File: config.mk
export PLATFORM = sky130hd
export DESIGN_NAME = fps_flash_ctrl
export DESIGN_NICKNAME = d
export VERILOG_FILES = /design/src/design/fps_pkg.sv /design/src/design/fps_flash_ctrl.sv
export SDC_FILE = /design/constraint.sdc
export NUM_CORES = 1
export LEC_CHECK = 0
export ABC_AREA = 1
export ABC_CLOCK_PERIOD_IN_PS = 1400
export BUFFER_PORTS_ARGS = -buffer_cell sky130_fd_sc_hd__buf_2
export CAP_MARGIN = 20
export CELL_PAD_IN_SITES_DETAIL_PLACEMENT = 0
export CELL_PAD_IN_SITES_GLOBAL_PLACEMENT = 1
export CORE_MARGIN = 5
export CORE_UTILIZATION = 27
export DETAILED_ROUTE_END_ITERATION = 7
export GPL_ROUTABILITY_DRIVEN = 0
export GPL_TIMING_DRIVEN = 0
export PLACE_DENSITY_LB_ADDON = 0.1
export SLEW_MARGIN = 10
export SYNTH_ARGS = -nofsm -noshare
export SYNTH_HDL_FRONTEND = slang
export SYNTH_SLANG_ARGS = --single-unit
export TNS_END_PERCENT = 20
File: constraint.sdc
create_clock -name pclk -period 1.4 [get_ports pclk]
set_input_delay 0.14 -clock pclk [delete_from_list [all_inputs] [get_ports pclk]]
set_output_delay 0.14 -clock pclk [all_outputs]
set_load 0.005 [all_outputs]
File: src/design/fps_pkg.sv
// constants, register map and state type of the flash protection/status block
// assumes the block is clocked by pclk with registers reached over apb
package fps_pkg;
  localparam logic [31:0] SEC_ADDR      = 32'h4004_0500;
  localparam logic [31:0] STAT_ADDR     = 32'h4004_0520;
  localparam logic        SEC_RST       = 1'b1;
  localparam int          NBLK          = 6;
  localparam int          STAT_PROT_LSB = 16;
  localparam int          ID_SEL_LSB    = 14;
  // command address and data bytes of the unlock sequence
  localparam logic [7:0]  SEQ_A1        = 8'h54;
  localparam logic [7:0]  SEQ_A2        = 8'hAA;
  localparam logic [7:0]  SEQ_D1        = 8'hAA;
  localparam logic [7:0]  SEQ_D2        = 8'h55;
  localparam logic [7:0]  CMD_READ      = 8'hF0;
  localparam logic [7:0]  CMD_IDQ       = 8'h90;
  localparam logic [7:0]  CMD_PERASE    = 8'h6A;
  localparam logic [2:0]  STEP_CMD      = 3'h2;
  localparam logic [2:0]  STEP_PERASE2  = 3'h3;
  localparam logic [2:0]  STEP_LAST     = 3'h6;
  // read block after reset
  localparam int          CLK_PERIOD_NS = 100;
  localparam int          RD_BLOCK_NS   = 2_000_000;
  localparam int          RD_BLOCK_CYC  = (RD_BLOCK_NS + CLK_PERIOD_NS - 1) / CLK_PERIOD_NS;
  typedef enum logic [2:0] {
    ST_IDLE, ST_F_ARR, ST_F_PROT, ST_P_PROT, ST_P_ARR, ST_FAIL
  } fps_state_e;
endpackage : fps_pkg

File: src/design/fps_flash_ctrl.sv
// flash protection erase, id query mode, status and security registers
// assumes the array engine answers each erase request with one op_done or op_fail pulse
//
// Contract
// - all protected: erase array, then protection bits
// - full erase done: status reads 0x00000001
// - partial: clear all bits, array left erased
// - partial done: selected protection flags read zero
// - commands ignored while protection erase runs
// - normal end returns to array read
// - ready flag low while busy, high after
// - id value chosen by address bits 15:14
// - id mode reads return id value
// - id mode holds until reset command/reset; the code also leaves id mode when a protection erase starts
// - failed operation keeps ready low until reset
// - status bits 21:16 show block protection
// - protection flags load from nonvolatile state
// - array reads blocked about 2 ms after reset
// - security bit 0, rw, power-on reset only
// - full case needs security bit set
`timescale 1ns/1ps
`default_nettype none
module fps_flash_ctrl #(
  parameter int          RD_BLOCK = fps_pkg::RD_BLOCK_CYC,
  parameter logic [127:0] ID_TABLE = 128'h0000_0003_0000_0002_0000_0001_0000_0000 // arbitrary
) (
  input  wire logic                   pclk,
  input  wire logic                   presetn,
  input  wire logic                   por_n,
  input  wire logic                   psel,
  input  wire logic                   penable,
  input  wire logic                   pwrite,
  input  wire logic [31:0]            paddr,
  input  wire logic [31:0]            pwdata,
  output logic      [31:0]            prdata,
  output logic                        pready,
  output logic                        pslverr,
  input  wire logic                   fl_wr_en,
  input  wire logic [31:0]            fl_addr,
  input  wire logic [31:0]            fl_wdata,
  input  wire logic                   fl_rd_en,
  output logic      [31:0]            fl_rdata,
  output logic                        fl_rvalid,
  output logic                        fl_rd_ok,
  input  wire logic [31:0]            arr_rdata,
  output logic                        arr_erase_req,
  output logic                        prot_clear_req,
  input  wire logic                   op_done,
  input  wire logic                   op_fail,
  input  wire logic [fps_pkg::NBLK-1:0] nv_protect,
  output logic      [fps_pkg::NBLK-1:0] block_protect_flag,
  output logic                        ready_busy_flag,
  output logic                        id_mode
);
  localparam int BW = $clog2(RD_BLOCK + 1);

  fps_pkg::fps_state_e st_q, st_d;
  logic [2:0]               cnt_q, cnt_d;
  logic                     idm_q, idm_d;
  logic [1:0]               idsel_q, idsel_d;
  logic [fps_pkg::NBLK-1:0] prot_q, prot_d;
  logic                     ld_q;
  logic                     arr_q, arr_d, pclr_q, pclr_d;
  logic                     sec_q, sec_d;
  logic [BW-1:0]            blk_q, blk_d;
  logic [31:0]              rd_q, rd_d, prd_q, prd_d;
  logic                     rv_q, rv_d;
  logic                     start_w, full_w, step_ok;
  logic [31:0]              status_w;

  // one write of the unlock/command sequence is accepted at step cnt
  function automatic logic seq_ok(input logic [2:0] cnt, input logic [7:0] a,
                                  input logic [7:0] d);
    case (cnt)
      3'h0, 3'h3: seq_ok = (a == fps_pkg::SEQ_A1) && (d == fps_pkg::SEQ_D1);
      3'h1, 3'h4: seq_ok = (a == fps_pkg::SEQ_A2) && (d == fps_pkg::SEQ_D2);
      3'h2:       seq_ok = (a == fps_pkg::SEQ_A1);
      3'h5:       seq_ok = (a == fps_pkg::SEQ_A1) && (d == fps_pkg::CMD_PERASE);
      3'h6:       seq_ok = (d == fps_pkg::CMD_PERASE);
      default:    seq_ok = 1'b0;
    endcase
  endfunction : seq_ok

  function automatic logic [31:0] id_word(input logic [1:0] sel);
    id_word = ID_TABLE[32*sel +: 32];
  endfunction : id_word

  // full case only when every block is protected and security is on
  assign full_w   = (&prot_q) && sec_q;
  assign step_ok  = seq_ok(cnt_q, fl_addr[15:8], fl_wdata[7:0]);
  assign start_w  = (st_q == fps_pkg::ST_IDLE) && fl_wr_en && step_ok
                    && (cnt_q == fps_pkg::STEP_LAST);
  assign status_w = {10'h000, prot_q, 15'h0000, (st_q == fps_pkg::ST_IDLE)};

  // command sequencer and protection erase engine
  always_comb
  begin
    st_d    = st_q;
    cnt_d   = cnt_q;
    idm_d   = idm_q;
    idsel_d = idsel_q;
    prot_d  = prot_q;
    arr_d   = 1'b0;
    pclr_d  = 1'b0;
    if (ld_q)
    begin
      prot_d = nv_protect;
    end
    case (st_q)
      fps_pkg::ST_IDLE:
      begin
        if (fl_wr_en)
        begin
          if (fl_wdata[7:0] == fps_pkg::CMD_READ && cnt_q == 3'h0)
          begin
            idm_d = 1'b0; // single-write read command also leaves id mode
          end
          else if (step_ok)
          begin
            cnt_d = cnt_q + 3'h1;
            if (cnt_q == fps_pkg::STEP_CMD)
            begin
              cnt_d = 3'h0;
              if (fl_wdata[7:0] == fps_pkg::CMD_IDQ)
              begin
                idm_d = 1'b1;
              end
              else if (fl_wdata[7:0] == fps_pkg::CMD_READ)
              begin
                idm_d = 1'b0;
              end
              else if (fl_wdata[7:0] == fps_pkg::CMD_PERASE)
              begin
                cnt_d = fps_pkg::STEP_PERASE2;
              end
            end
            else if (cnt_q == fps_pkg::STEP_LAST)
            begin
              cnt_d = 3'h0;
              idm_d = 1'b0;
              if (full_w)
              begin
                st_d  = fps_pkg::ST_F_ARR; // array first
                arr_d = 1'b1;
              end
              else
              begin
                st_d   = fps_pkg::ST_P_PROT; // all bits at once
                pclr_d = 1'b1;
              end
            end
          end
          else if (idm_q && cnt_q == 3'h0)
          begin
            idsel_d = fl_addr[fps_pkg::ID_SEL_LSB +: 2]; // repeatable select write
          end
          else
          begin
            cnt_d = 3'h0; // broken sequence restarts at step 0, id mode unchanged
          end
        end
      end
      // busy states take no writes at all
      fps_pkg::ST_F_ARR:
      begin
        if (op_fail)
        begin
          st_d = fps_pkg::ST_FAIL;
        end
        else if (op_done)
        begin
          st_d   = fps_pkg::ST_F_PROT; // then the protection bits
          pclr_d = 1'b1;
        end
      end
      fps_pkg::ST_F_PROT:
      begin
        if (op_fail)
        begin
          st_d = fps_pkg::ST_FAIL;
        end
        else if (op_done)
        begin
          prot_d = '0; // status becomes 0x00000001
          st_d   = fps_pkg::ST_IDLE;
        end
      end
      fps_pkg::ST_P_PROT:
      begin
        if (op_fail)
        begin
          st_d = fps_pkg::ST_FAIL;
        end
        else if (op_done)
        begin
          prot_d = '0; // selected flags cleared
          st_d   = fps_pkg::ST_P_ARR; // blocks left erased
          arr_d  = 1'b1;
        end
      end
      fps_pkg::ST_P_ARR:
      begin
        if (op_fail)
        begin
          st_d = fps_pkg::ST_FAIL;
        end
        else if (op_done)
        begin
          st_d = fps_pkg::ST_IDLE;
        end
      end
      fps_pkg::ST_FAIL: st_d = fps_pkg::ST_FAIL; // only reset leaves
      default: st_d = fps_pkg::ST_IDLE;
    endcase
  end

  always_ff @(posedge pclk or negedge presetn)
  begin
    if (!presetn)
    begin
      st_q    <= fps_pkg::ST_IDLE;
      cnt_q   <= 3'h0;
      idm_q   <= 1'b0;
      idsel_q <= 2'h0;
      prot_q  <= '0;
      ld_q    <= 1'b1;
      arr_q   <= 1'b0;
      pclr_q  <= 1'b0;
    end
    else
    begin
      st_q    <= st_d;
      cnt_q   <= cnt_d;
      idm_q   <= idm_d;
      idsel_q <= idsel_d;
      prot_q  <= prot_d;
      ld_q    <= 1'b0;
      arr_q   <= arr_d;
      pclr_q  <= pclr_d;
    end
  end

  // flash read path; reads after system reset (presetn) wait out the array recovery
  always_comb
  begin
    blk_d = blk_q;
    rd_d  = rd_q;
    rv_d  = 1'b0;
    if (blk_q != '0)
    begin
      blk_d = blk_q - BW'(1);
    end
    else if (fl_rd_en)
    begin
      rv_d = 1'b1;
      rd_d = idm_q ? id_word(idsel_q) : arr_rdata;
    end
  end

  always_ff @(posedge pclk or negedge presetn)
  begin
    if (!presetn)
    begin
      blk_q <= BW'(RD_BLOCK);
      rd_q  <= 32'h0000_0000;
      rv_q  <= 1'b0;
    end
    else
    begin
      blk_q <= blk_d;
      rd_q  <= rd_d;
      rv_q  <= rv_d;
    end
  end

  // apb: read data latched in setup, so access always completes in one cycle
  always_comb
  begin
    prd_d = prd_q;
    sec_d = sec_q;
    if (psel && !penable)
    begin
      prd_d = (paddr == fps_pkg::STAT_ADDR) ? status_w :
              (paddr == fps_pkg::SEC_ADDR)  ? {31'h0000_0000, sec_q} : 32'h0000_0000;
    end
    if (psel && penable && pwrite && paddr == fps_pkg::SEC_ADDR)
    begin
      sec_d = pwdata[0]; // upper bits discarded
    end
  end

  always_ff @(posedge pclk or negedge presetn)
  begin
    if (!presetn)
    begin
      prd_q <= 32'h0000_0000;
    end
    else
    begin
      prd_q <= prd_d;
    end
  end

  // security bit survives system reset, set state restored only by power-on
  always_ff @(posedge pclk or negedge por_n)
  begin
    if (!por_n)
    begin
      sec_q <= fps_pkg::SEC_RST;
    end
    else
    begin
      sec_q <= sec_d;
    end
  end

  assign prdata             = prd_q;
  assign pready             = 1'b1;
  assign pslverr            = psel && penable && (paddr != fps_pkg::STAT_ADDR)
                              && (paddr != fps_pkg::SEC_ADDR);
  assign fl_rdata           = rd_q;
  assign fl_rvalid          = rv_q;
  assign fl_rd_ok           = (blk_q == '0);
  assign arr_erase_req      = arr_q;
  assign prot_clear_req     = pclr_q;
  assign block_protect_flag = prot_q; // writes to set blocks must be refused
  assign ready_busy_flag    = (st_q == fps_pkg::ST_IDLE);
  assign id_mode            = idm_q;
endmodule : fps_flash_ctrl
`default_nettype wire

==> impl_metrics.py, run 1 <==
metrics = {
    "clock_network": {
        "cts_root_buf": "clkbuf_16",
        "numCtsBuffers": 9,
        "clk_latency_ps": 340,
        "h-tree-depth": 3,
        "cts_buffer_depth": 2,
        "cts_tree": "yes",
        "clk_pin_slew_ps": 60,
        "clock_sinks": 74,
    },
    "floorplanning": {
        "die_h_um": 135,
        "dieArea_um2": 18300,
        "die_x_um": 135,
        "io_pins": 254,
        "start_util": 0.277,
        "fp.coreArea_um2": 15300,
        "num_rows": 45,
    },
    "sta": {
        "fin_crit_ps": 1840,
        "worstMarginPinSlew_ps": 522,
        "rsz0062_at_grt": "yes",
        "post-route-period-util": 1.32,
        "maxSlewViolCount": 0,
        "whs_ps": 44.7,
        "max_slew_margin": 0.651,
        "setup_ws_ps": -444,
        "fin_skew_ps": 7.73,
        "setup_viol": 47,
        "max_clock_freq_mhz": 542,
        "finalHoldViolCount": 0,
    },
    "placed_design": {
        "dp_hpwl_um": 9410,
        "pre_cts_ws_ps": -238,
        "io_buffers": 148,
        "placedCellCount": 912,
        "placed_area_um2": 5380,
    },
    "synthesis": {
        "synth_cells": 527,
        "ys_ff_latch": 74,
        "yosys.area.top_type": "dfrtp_1",
        "yosysUniqueCellTypes": 40,
        "synth_area_leaders": "dfrtp_1 40%, nand2_1 14%, o21ai_2 6.6%",
        "synth.yosys.seq_area_share": 0.440,
        "yosysWarnings": 0,
        "synth.avg_cell_area_um2": 8.02,
        "netlist_area_um2": 4230,
        "synth_top_area_frac": 0.397,
    },
    "setup_path": {
        "crit_top_cell": "inv_2",
        "path_buf_inv": 3,
        "crit_path_start_kind": "flop",
        "cp_cell_sequence": "inv_2, ha_4, nor3b_2, nand4_1, nor2_2, nand3_2, inv_2, buf_6",
        "slowest_stage": "dfrtp_1",
        "crit_fanout": 2,
        "criticalPathCategory": "flop to output pin",
        "required_ps": 1260,
        "slowest_delay_ps": 390,
        "crit_family": "simple AND/OR/NAND/NOR gates",
        "cp.arrival_ps": 1700,
        "crit_path_end_kind": "output pin",
    },
    "grt": {
        "grt_first_pass_wirelength_um": 19800,
        "grt_antenna_before_repair": 0,
        "grt_start_max_net_pins": 40,
        "grtUsageTotal": 0.135,
        "grt-ovfl-total": 0,
        "grt_pass1_vias": 4109,
    },
    "drt": {
        "remaining_drc_errors": 0,
        "detail-route-antenna-nets": 0,
        "first_iter_violations": 96,
        "drt_pre_antenna_iters": 4,
        "drt-total-wl_um": 12100,
        "vias_per_cell": 4.17,
        "num_vias": 3975,
        "avgRoutedWirePerCell_um": 12.7,
    },
    "hold_path": {
        "hp-class": "input port to flop",
    },
    "finish": {
        "layout-drive-gt1-share": 0.432,
        "fin_area_um2": 6120,
        "layout.cells.non_filler": 954,
        "final_cell_mix": "149 x nand2_1, 146 x buf_2, 65 x dfrtp_1",
        "finish.net_count": 915,
        "final_common_cell": "nand2_1",
        "areaGrowthSynthToFinish_pct": 44.8,
        "antenna-diode-count": 0,
    },
    "run_status": {
        "failed_checks": "setup timing",
        "status": "finished, violations left",
    },
    "power": {
        "powerDensity_nw_per_um2": 942,
        "vdd_drop_max_mv": 0.581,
        "p_leak_nw": 3.23,
        "power_mw": 5.77,
    },
    "flow_run": {
        "cap_viol_max_count": 0,
    },
}
## cells by family after synthesis
| family | Yosys count | share of synthesized area |
|---|---|---|
| other cells | 2 | 0.00178 |
| xor+xnor | 10 | 0.0207 |
| buf+inv | 94 | 0.119 |
| simple gates | 280 | 0.304 |
| mux | 2 | 0.00474 |
| fa+ha+maj | 1 | 0.00296 |
| compound gates | 64 | 0.107 |
| flops | 74 | 0.440 |
## worst register-to-register path, cell delays in order (launching register included)
cell and delay [ps]:
dfrtp_1 390, inv_2 70, ha_4 130, nor3b_2 140
nand4_1 160, nor2_2 200, nand3_2 100, buf_4 150
buf_6 100, buf_4 110, buf_4 120, nor2_1 90
## final timing paths
check / startpoint / end / slack, ps / cells past startpoint
max: blk_q[1] / fl_rd_ok / -440 / 8
min: fl_addr[14] / idsel_q[0] / 40 / 3
max reg2reg: blk_q[1] / fl_rvalid / -420 / 11
min reg2reg: fl_rdata[27] / fl_rdata[27] / 470 / 2
max in group asynchronous: presetn / blk_q[5] / 460 / 3
min in group asynchronous: por_n / sec_q / 290 / 2
## synthesized netlist by cell type, drive strengths merged
cell type / count
mux2i: 2
clkinv: 1
nand3: 22
buf: 33
ha: 1
nor2: 60
xnor2: 5
clkbuf: 3
dfstp: 7
and2: 1
a31oi: 1
a21oi: 11
nor3: 10
a211oi: 2
a41oi: 1
conb: 2
nor3b: 1
o31ai: 1
nor4: 6
nand4: 11
o21ai: 48
nand3b: 3
dfrtp: 67
nand2: 166
inv: 57
xor2: 5
## report_power, final
part / internal, mW / total, mW / switching [mW]
sequential: 2.24 / 2.31 / 0.0685
clock: 1.84 / 2.73 / 0.891
combinational: 0.365 / 0.725 / 0.360
## timing repair
action,4_1_cts,5_1_grt
endpoints found under the setup margin,53,62
endpoints found under the hold margin,34,0
gates cloned,2,1
setup buffers,22,5
hold buffers,3,0
pin swaps,10,10
gates resized for setup,32,15
## flip-flops by register name, summed over array words and instances, names as in the netlist, 2 cells and up
signal,count
cnt_q,3
fl_rdata,32
idsel_q,2
st_q,3
prdata,7
block_protect_flag,6
blk_q,15
## layer usage
metal / share of wire / global-route usage / routed length [um]
met1: 0.42 / 0.158 / 5110
met4: 0.014 / 0.0437 / 169
met2: 0.52 / 0.242 / 6290
met5: 0 / 0 / 0
met3: 0.046 / 0.0327 / 558
## stage by stage
stage	TNS (ps)	utilization
6_report	-7020	0.401
2_1_floorplan	-621	-
3_3_place_gp	-33780	0.351
3_5_place_dp	-8200	0.352
4_1_cts	-9330	0.398
5_1_grt	-12530	0.401
## cell type report
type	instances	area, um2
fill	1627	9140
multi-input combinational	385	2090
sequential	74	1860
timing repair buffer	174	1020
buffer	36	302
tap	211	264
clock buffer	12	256
inverter	58	233
clock inverter	4	97.6
Note: power is estimated with default switching activity, not from simulation.
==> run 2, diff against run 1 <==
Settings changed: PLACE_DENSITY set to 0.87, PLACE_DENSITY_LB_ADDON 0.1 to not set.
==> impl_metrics.py, run 2 (same netlist as run 1, synthesis figures left out) <==
metrics = {
    "finish": {
        "nFillCells": 1580,
        "finish.net_count": 920,
        "antenna-diode-count": 0,
        "final_cell_mix": "151 x nand2_1, 145 x buf_2, 66 x dfrtp_1",
        "fin_area_um2": 6170,
        "largest_register_ffs": 32,
        "layout-drive-gt1-share": 0.440,
        "final_util": 0.404,
        "areaGrowthSynthToFinish_pct": 45.9,
        "final_common_cell": "nand2_1",
    },
    "drt": {
        "num_vias": 3986,
        "remaining_drc_errors": 0,
        "detail-route-antenna-nets": 0,
        "avgRoutedWirePerCell_um": 12.8,
        "drt_pre_antenna_iters": 4,
        "drt-total-wl_um": 12200,
        "first_iter_violations": 176,
        "vias_per_cell": 4.16,
    },
    "setup_path": {
        "required_ps": 1260,
        "crit_path_end_kind": "output pin",
        "r2r-end": "blk_q[10]",
        "cp.arrival_ps": 1690,
        "criticalPathCategory": "flop to output pin",
        "crit_fanout": 2,
        "crit_path_start_kind": "flop",
        "reg2reg_from": "blk_q[1]",
        "critPathLaunch": "blk_q[1]",
        "r2r_cells": 12,
        "ff2ff_setup_slack_ps": -360,
    },
    "power": {
        "power_mw": 5.29,
        "powerDensity_nw_per_um2": 858,
        "vdd_drop_max_mv": 0.498,
        "p_leak_nw": 3.24,
    },
    "clock_network": {
        "cts_tree": "yes",
        "clk_latency_ps": 330,
        "cts_buffer_depth": 2,
        "cts_root_buf": "clkbuf_16",
        "clk_pin_slew_ps": 60,
        "numCtsBuffers": 9,
        "clock_sinks": 74,
        "h-tree-depth": 3,
    },
    "grt": {
        "grt_first_pass_wirelength_um": 19300,
        "grtUsageTotal": 0.132,
        "grt_pass1_vias": 4023,
        "grt_start_max_net_pins": 47,
        "grt_antenna_before_repair": 1,
        "grt-ovfl-total": 0,
    },
    "sta": {
        "maxSlewViolCount": 0,
        "max_clock_freq_mhz": 547,
        "setup_viol": 56,
        "finalSetupTns_ps": -11570,
        "post-route-period-util": 1.31,
        "rsz0062_at_grt": "yes",
        "finalHoldViolCount": 0,
        "setup_ws_ps": -428,
        "fin_skew_ps": 8.84,
        "fin_crit_ps": 1830,
        "worstMarginPinSlew_ps": 597,
        "max_slew_margin": 0.602,
    },
    "hold_path": {
        "hp-class": "input port to flop",
        "whs_endpoint": "sec_q",
        "hold_depth": 3,
        "hold_start": "pwdata[0]",
    },
    "placed_design": {
        "dp_hpwl_um": 9070,
        "io_buffers": 148,
        "placed_area_um2": 5380,
        "pre_cts_ws_ps": -216,
    },
    "floorplanning": {
        "start_util": 0.277,
        "die_h_um": 135,
        "num_rows": 45,
        "fp.coreArea_um2": 15300,
        "io_pins": 254,
        "die_x_um": 135,
        "dieArea_um2": 18300,
    },
    "run_status": {
        "failed_checks": "setup timing",
        "status": "finished, violations left",
    },
    "flow_run": {
        "cap_viol_max_count": 0,
    },
}
-- run 2: worst max-delay path by stage --
stage                        endpoint  slack [ps]  cells after the start
after CTS                    fl_rd_ok        -420                      8
final                        fl_rd_ok        -430                      8
after global placement    fl_rdata[6]        -350                      1
after detailed placement    blk_q[12]        -220                     10
after floorplan             blk_q[12]         -60                     10
after global routing         fl_rd_ok        -530                      8
-- run 2: routing by layer --
layer / vias up / GRT usage / wire, um
met5: - / 0 / 8
met4: 2 / 0.0543 / 234
met3: 23 / 0.0290 / 547
met2: 88 / 0.226 / 6270
met1: 1814 / 0.161 / 5180
li1: 2059 / - / -
-- run 2: layout make-up --
cell class	count	area, um2	area share
multi-input cells	385	2130	0.345
flip-flops and latches	74	1860	0.302
repair buffers	180	1110	0.180
plain buffers	35	287	0.0465
well taps	211	264	0.0428
clock buffers	12	256	0.0416
inverters	58	228	0.0369
clock inverters	4	33.8	0.00548
-- run 2: report_power, final --
| group | internal (mW) | total [mW] | switching, mW |
|---|---|---|---|
| registers | 2.24 | 2.30 | 0.0613 |
| logic | 0.375 | 0.744 | 0.369 |
| clock network | 1.31 | 2.25 | 0.933 |
| total | 3.93 | 5.29 | 1.36 |
-- run 2: critical path: stages (launching register included) --
cell,delay [ps]
dfrtp_1,400
inv_2,80
ha_4,140
nor3b_2,150
nand4_1,150
nor2_2,180
nand3_2,90
inv_2,60
buf_2,100
-- run 2: what timing repair did --
| action | CTS | global route |
|---|---|---|
| buffers inserted | 20 | 7 |
| hold buffers | 2 | 0 |
| hold endpoints to repair | 27 | 0 |
| resized for setup | 35 | 21 |
| setup endpoints to repair | 52 | 62 |
| cloned | 3 | 1 |
| pin swaps | 13 | 6 |
-- run 2: per-stage QoR --
stage | cells | hold slack [ps]
floorplan | 552 | -156
global route | 959 | 35.8
detailed placement | 912 | 86.1
finish | 959 | 19.2
global placement | 911 | 75.5
CTS | 952 | 10.3
==> run 3, diff against run 2 <==
Settings changed: ABC_AREA 1 to not set, TNS_END_PERCENT 20 to 50.
==> impl_metrics.py, run 3 <==
metrics = {
    "run_status": {
        "status": "finished, violations left",
        "failed_checks": "setup timing",
    },
    "clock_network": {
        "numCtsBuffers": 9,
        "cts_buffer_depth": 2,
        "h-tree-depth": 3,
        "clock_sinks": 74,
        "clk_latency_ps": 330,
        "cts_tree": "yes",
        "cts_root_buf": "clkbuf_16",
        "clk_pin_slew_ps": 60,
    },
    "grt": {
        "grt_pass1_vias": 3727,
        "grt_antenna_before_repair": 0,
        "grtUsageTotal": 0.134,
        "grt_first_pass_wirelength_um": 17900,
        "grt-ovfl-total": 0,
        "grt_start_max_net_pins": 40,
    },
    "sta": {
        "max_clock_freq_mhz": 562,
        "whs_ps": 38.0,
        "rsz0062_at_grt": "yes",
        "finalHoldViolCount": 0,
        "setup_viol": 59,
        "post-route-period-util": 1.27,
        "fin_skew_ps": 10.5,
        "setup_ws_ps": -378,
        "fin_crit_ps": 1780,
        "maxSlewViolCount": 0,
    },
    "drt": {
        "detail-route-antenna-nets": 0,
        "avgRoutedWirePerCell_um": 14.6,
        "vias_per_cell": 4.54,
        "remaining_drc_errors": 0,
        "drt_pre_antenna_iters": 4,
        "first_iter_violations": 78,
        "num_vias": 3540,
        "drt-total-wl_um": 11400,
    },
    "finish": {
        "largest_register_ffs": 32,
        "antenna-diode-count": 0,
        "nFillCells": 1362,
        "layout-drive-gt1-share": 0.500,
        "areaGrowthSynthToFinish_pct": 51.5,
        "final_util": 0.417,
        "finish.net_count": 772,
        "fin_area_um2": 5810,
        "final_cell_mix": "146 x buf_2, 63 x dfrtp_1, 45 x buf_4",
        "final_common_cell": "buf_2",
    },
    "hold_path": {
        "hold_depth": 2,
        "whs_endpoint": "sec_q",
        "hp-class": "input port to flop",
        "hold_start": "pwdata[0]",
    },
    "synthesis": {
        "async_flop_share": 1.00,
        "synth_cells": 385,
        "ys_ff_latch": 74,
        "synth_most_common_cell": "dfrtp_1",
        "synth_simple_gate_area_frac": 0.244,
        "yosysUniqueCellTypes": 61,
        "synth.yosys.seq_area_share": 0.485,
        "synth_area_leaders": "dfrtp_1 44%, buf_4 5.5%, nand2b_1 5.2%",
        "muxShareOfSynthArea": 0.0349,
        "synth_top_family_by_area": "simple AND/OR/NAND/NOR gates",
        "synth_flop_cell": "dfrtp_1",
        "yosysWarnings": 0,
        "yosys.area.top_type": "dfrtp_1",
        "synth_top_area_frac": 0.437,
        "synth_compound_area_frac": 0.117,
        "synth_edf_count": 0,
        "netlist_area_um2": 3840,
        "synthAdderAreaFrac": 0.00587,
        "synth.avg_cell_area_um2": 9.97,
        "synthXorXnorAreaFrac": 0.0342,
        "yosys-top-cells-count": "67 x dfrtp_1, 39 x nand2_1, 33 x o21ai_1",
    },
    "flow_run": {
        "cap_viol_max_count": 0,
    },
    "setup_path": {
        "ff2ff_setup_slack_ps": -380,
        "criticalPathCategory": "flop to flop",
        "reg2reg_from": "blk_q[5]",
        "crit_path_start_kind": "flop",
        "crit_path_end_kind": "flop",
        "crit_fanout": 5,
        "required_ps": 1620,
        "r2r-end": "blk_q[3]",
        "cp.arrival_ps": 2000,
        "r2r_cells": 5,
    },
    "power": {
        "p_leak_nw": 2.90,
        "p_comb_frac": 0.165,
        "powerDensity_nw_per_um2": 925,
        "power_mw": 5.38,
        "vdd_drop_max_mv": 0.519,
        "p_int_mw": 3.93,
        "pwr-share-seq": 0.442,
        "switching_share": 0.269,
        "power.share.clock": 0.393,
        "switchingPower_mw": 1.45,
    },
    "placed_design": {
        "pre_cts_ws_ps": -508,
        "placed_area_um2": 4960,
        "io_buffers": 148,
        "dp_hpwl_um": 8460,
    },
    "floorplanning": {
        "start_util": 0.275,
        "dieArea_um2": 16700,
        "num_rows": 43,
        "die_h_um": 129,
        "die_x_um": 129,
        "fp.coreArea_um2": 13900,
        "io_pins": 254,
    },
}
## run 3: metrics by stage
step | setup TNS, ps | cells
3_3_place_gp | -36240 | 738
4_1_cts | -14430 | 773
2_1_floorplan | -9630 | 410
3_5_place_dp | -23170 | 739
6_report | -16490 | 780
5_1_grt | -21530 | 780
## run 3: worst max-delay path by stage
stage	slack [ps]	cells after the start	startpoint	endpoint
floorplan	-270	7	cnt_q[0]	idsel_q[0]
global placement	-500	6	st_q[1]	idsel_q[0]
detailed placement	-510	6	st_q[1]	idsel_q[1]
CTS	-360	7	cnt_q[0]	idsel_q[1]
global route	-450	6	cnt_q[1]	idsel_q[1]
finish	-380	5	blk_q[5]	blk_q[3]
## run 3: what timing repair did
item	in CTS	in global routing
hold buffers	2	0
pin swaps	16	16
setup buffers	15	5
resized for setup	41	55
gates cloned	1	2
endpoints found under the setup margin	66	65
hold endpoints to repair	30	0
## run 3: metal layers
| metal | vias to the layer above | wire (um) | global-route usage |
|---|---|---|---|
| li1 | 1728 | - | - |
| met1 | 1685 | 4780 | 0.166 |
| met2 | 110 | 5750 | 0.223 |
| met3 | 17 | 630 | 0.0317 |
| met4 | 0 | 250 | 0.0587 |
| met5 | - | 0 | 0 |
## run 3: critical path: stages (launching register included)
cell and delay [ps]:
dfstp_2 560, nor4_4 50, and2b_2 230, and4_4 240, or4_4 440, xnor2_1 150
## run 3: logic make-up (layout without fill, tap and decap cells)
logic type               count (synthesis)  count (layout)
XOR/XNOR                                15              15
AND/OR/NAND/NOR                        162             163
adder cells (fa/ha/maj)                  2               2
multiplexers                            13              13
buffers and inverters                   45             234
AO/OA/AOI/OAI                           72              72
flip-flops                              74              74
other                                    2              27
## run 3: area by class of cell
class | instances | area, um2 | share of cell area
Buffer | 40 | 335 | 0.0577
Clock buffer | 13 | 250 | 0.0430
Clock inverter | 3 | 17.5 | 0.00301
Inverter | 5 | 18.8 | 0.00323
Multi-Input combinational cell | 292 | 2130 | 0.367
Sequential cell | 74 | 1870 | 0.321
Tap cell | 180 | 225 | 0.0387
Timing Repair Buffer | 173 | 968 | 0.167
## run 3: power by group through the flow
stage | Combinational [mW] | Sequential [mW] | Clock (mW)
after floorplan | 0.391 | 2.37 | 0
after global placement | 0.678 | 2.40 | 0
after detailed placement | 0.704 | 2.40 | 0
after CTS | 0.784 | 2.38 | 2.18
after global routing | 0.989 | 2.39 | 2.28
final | 0.887 | 2.38 | 2.11
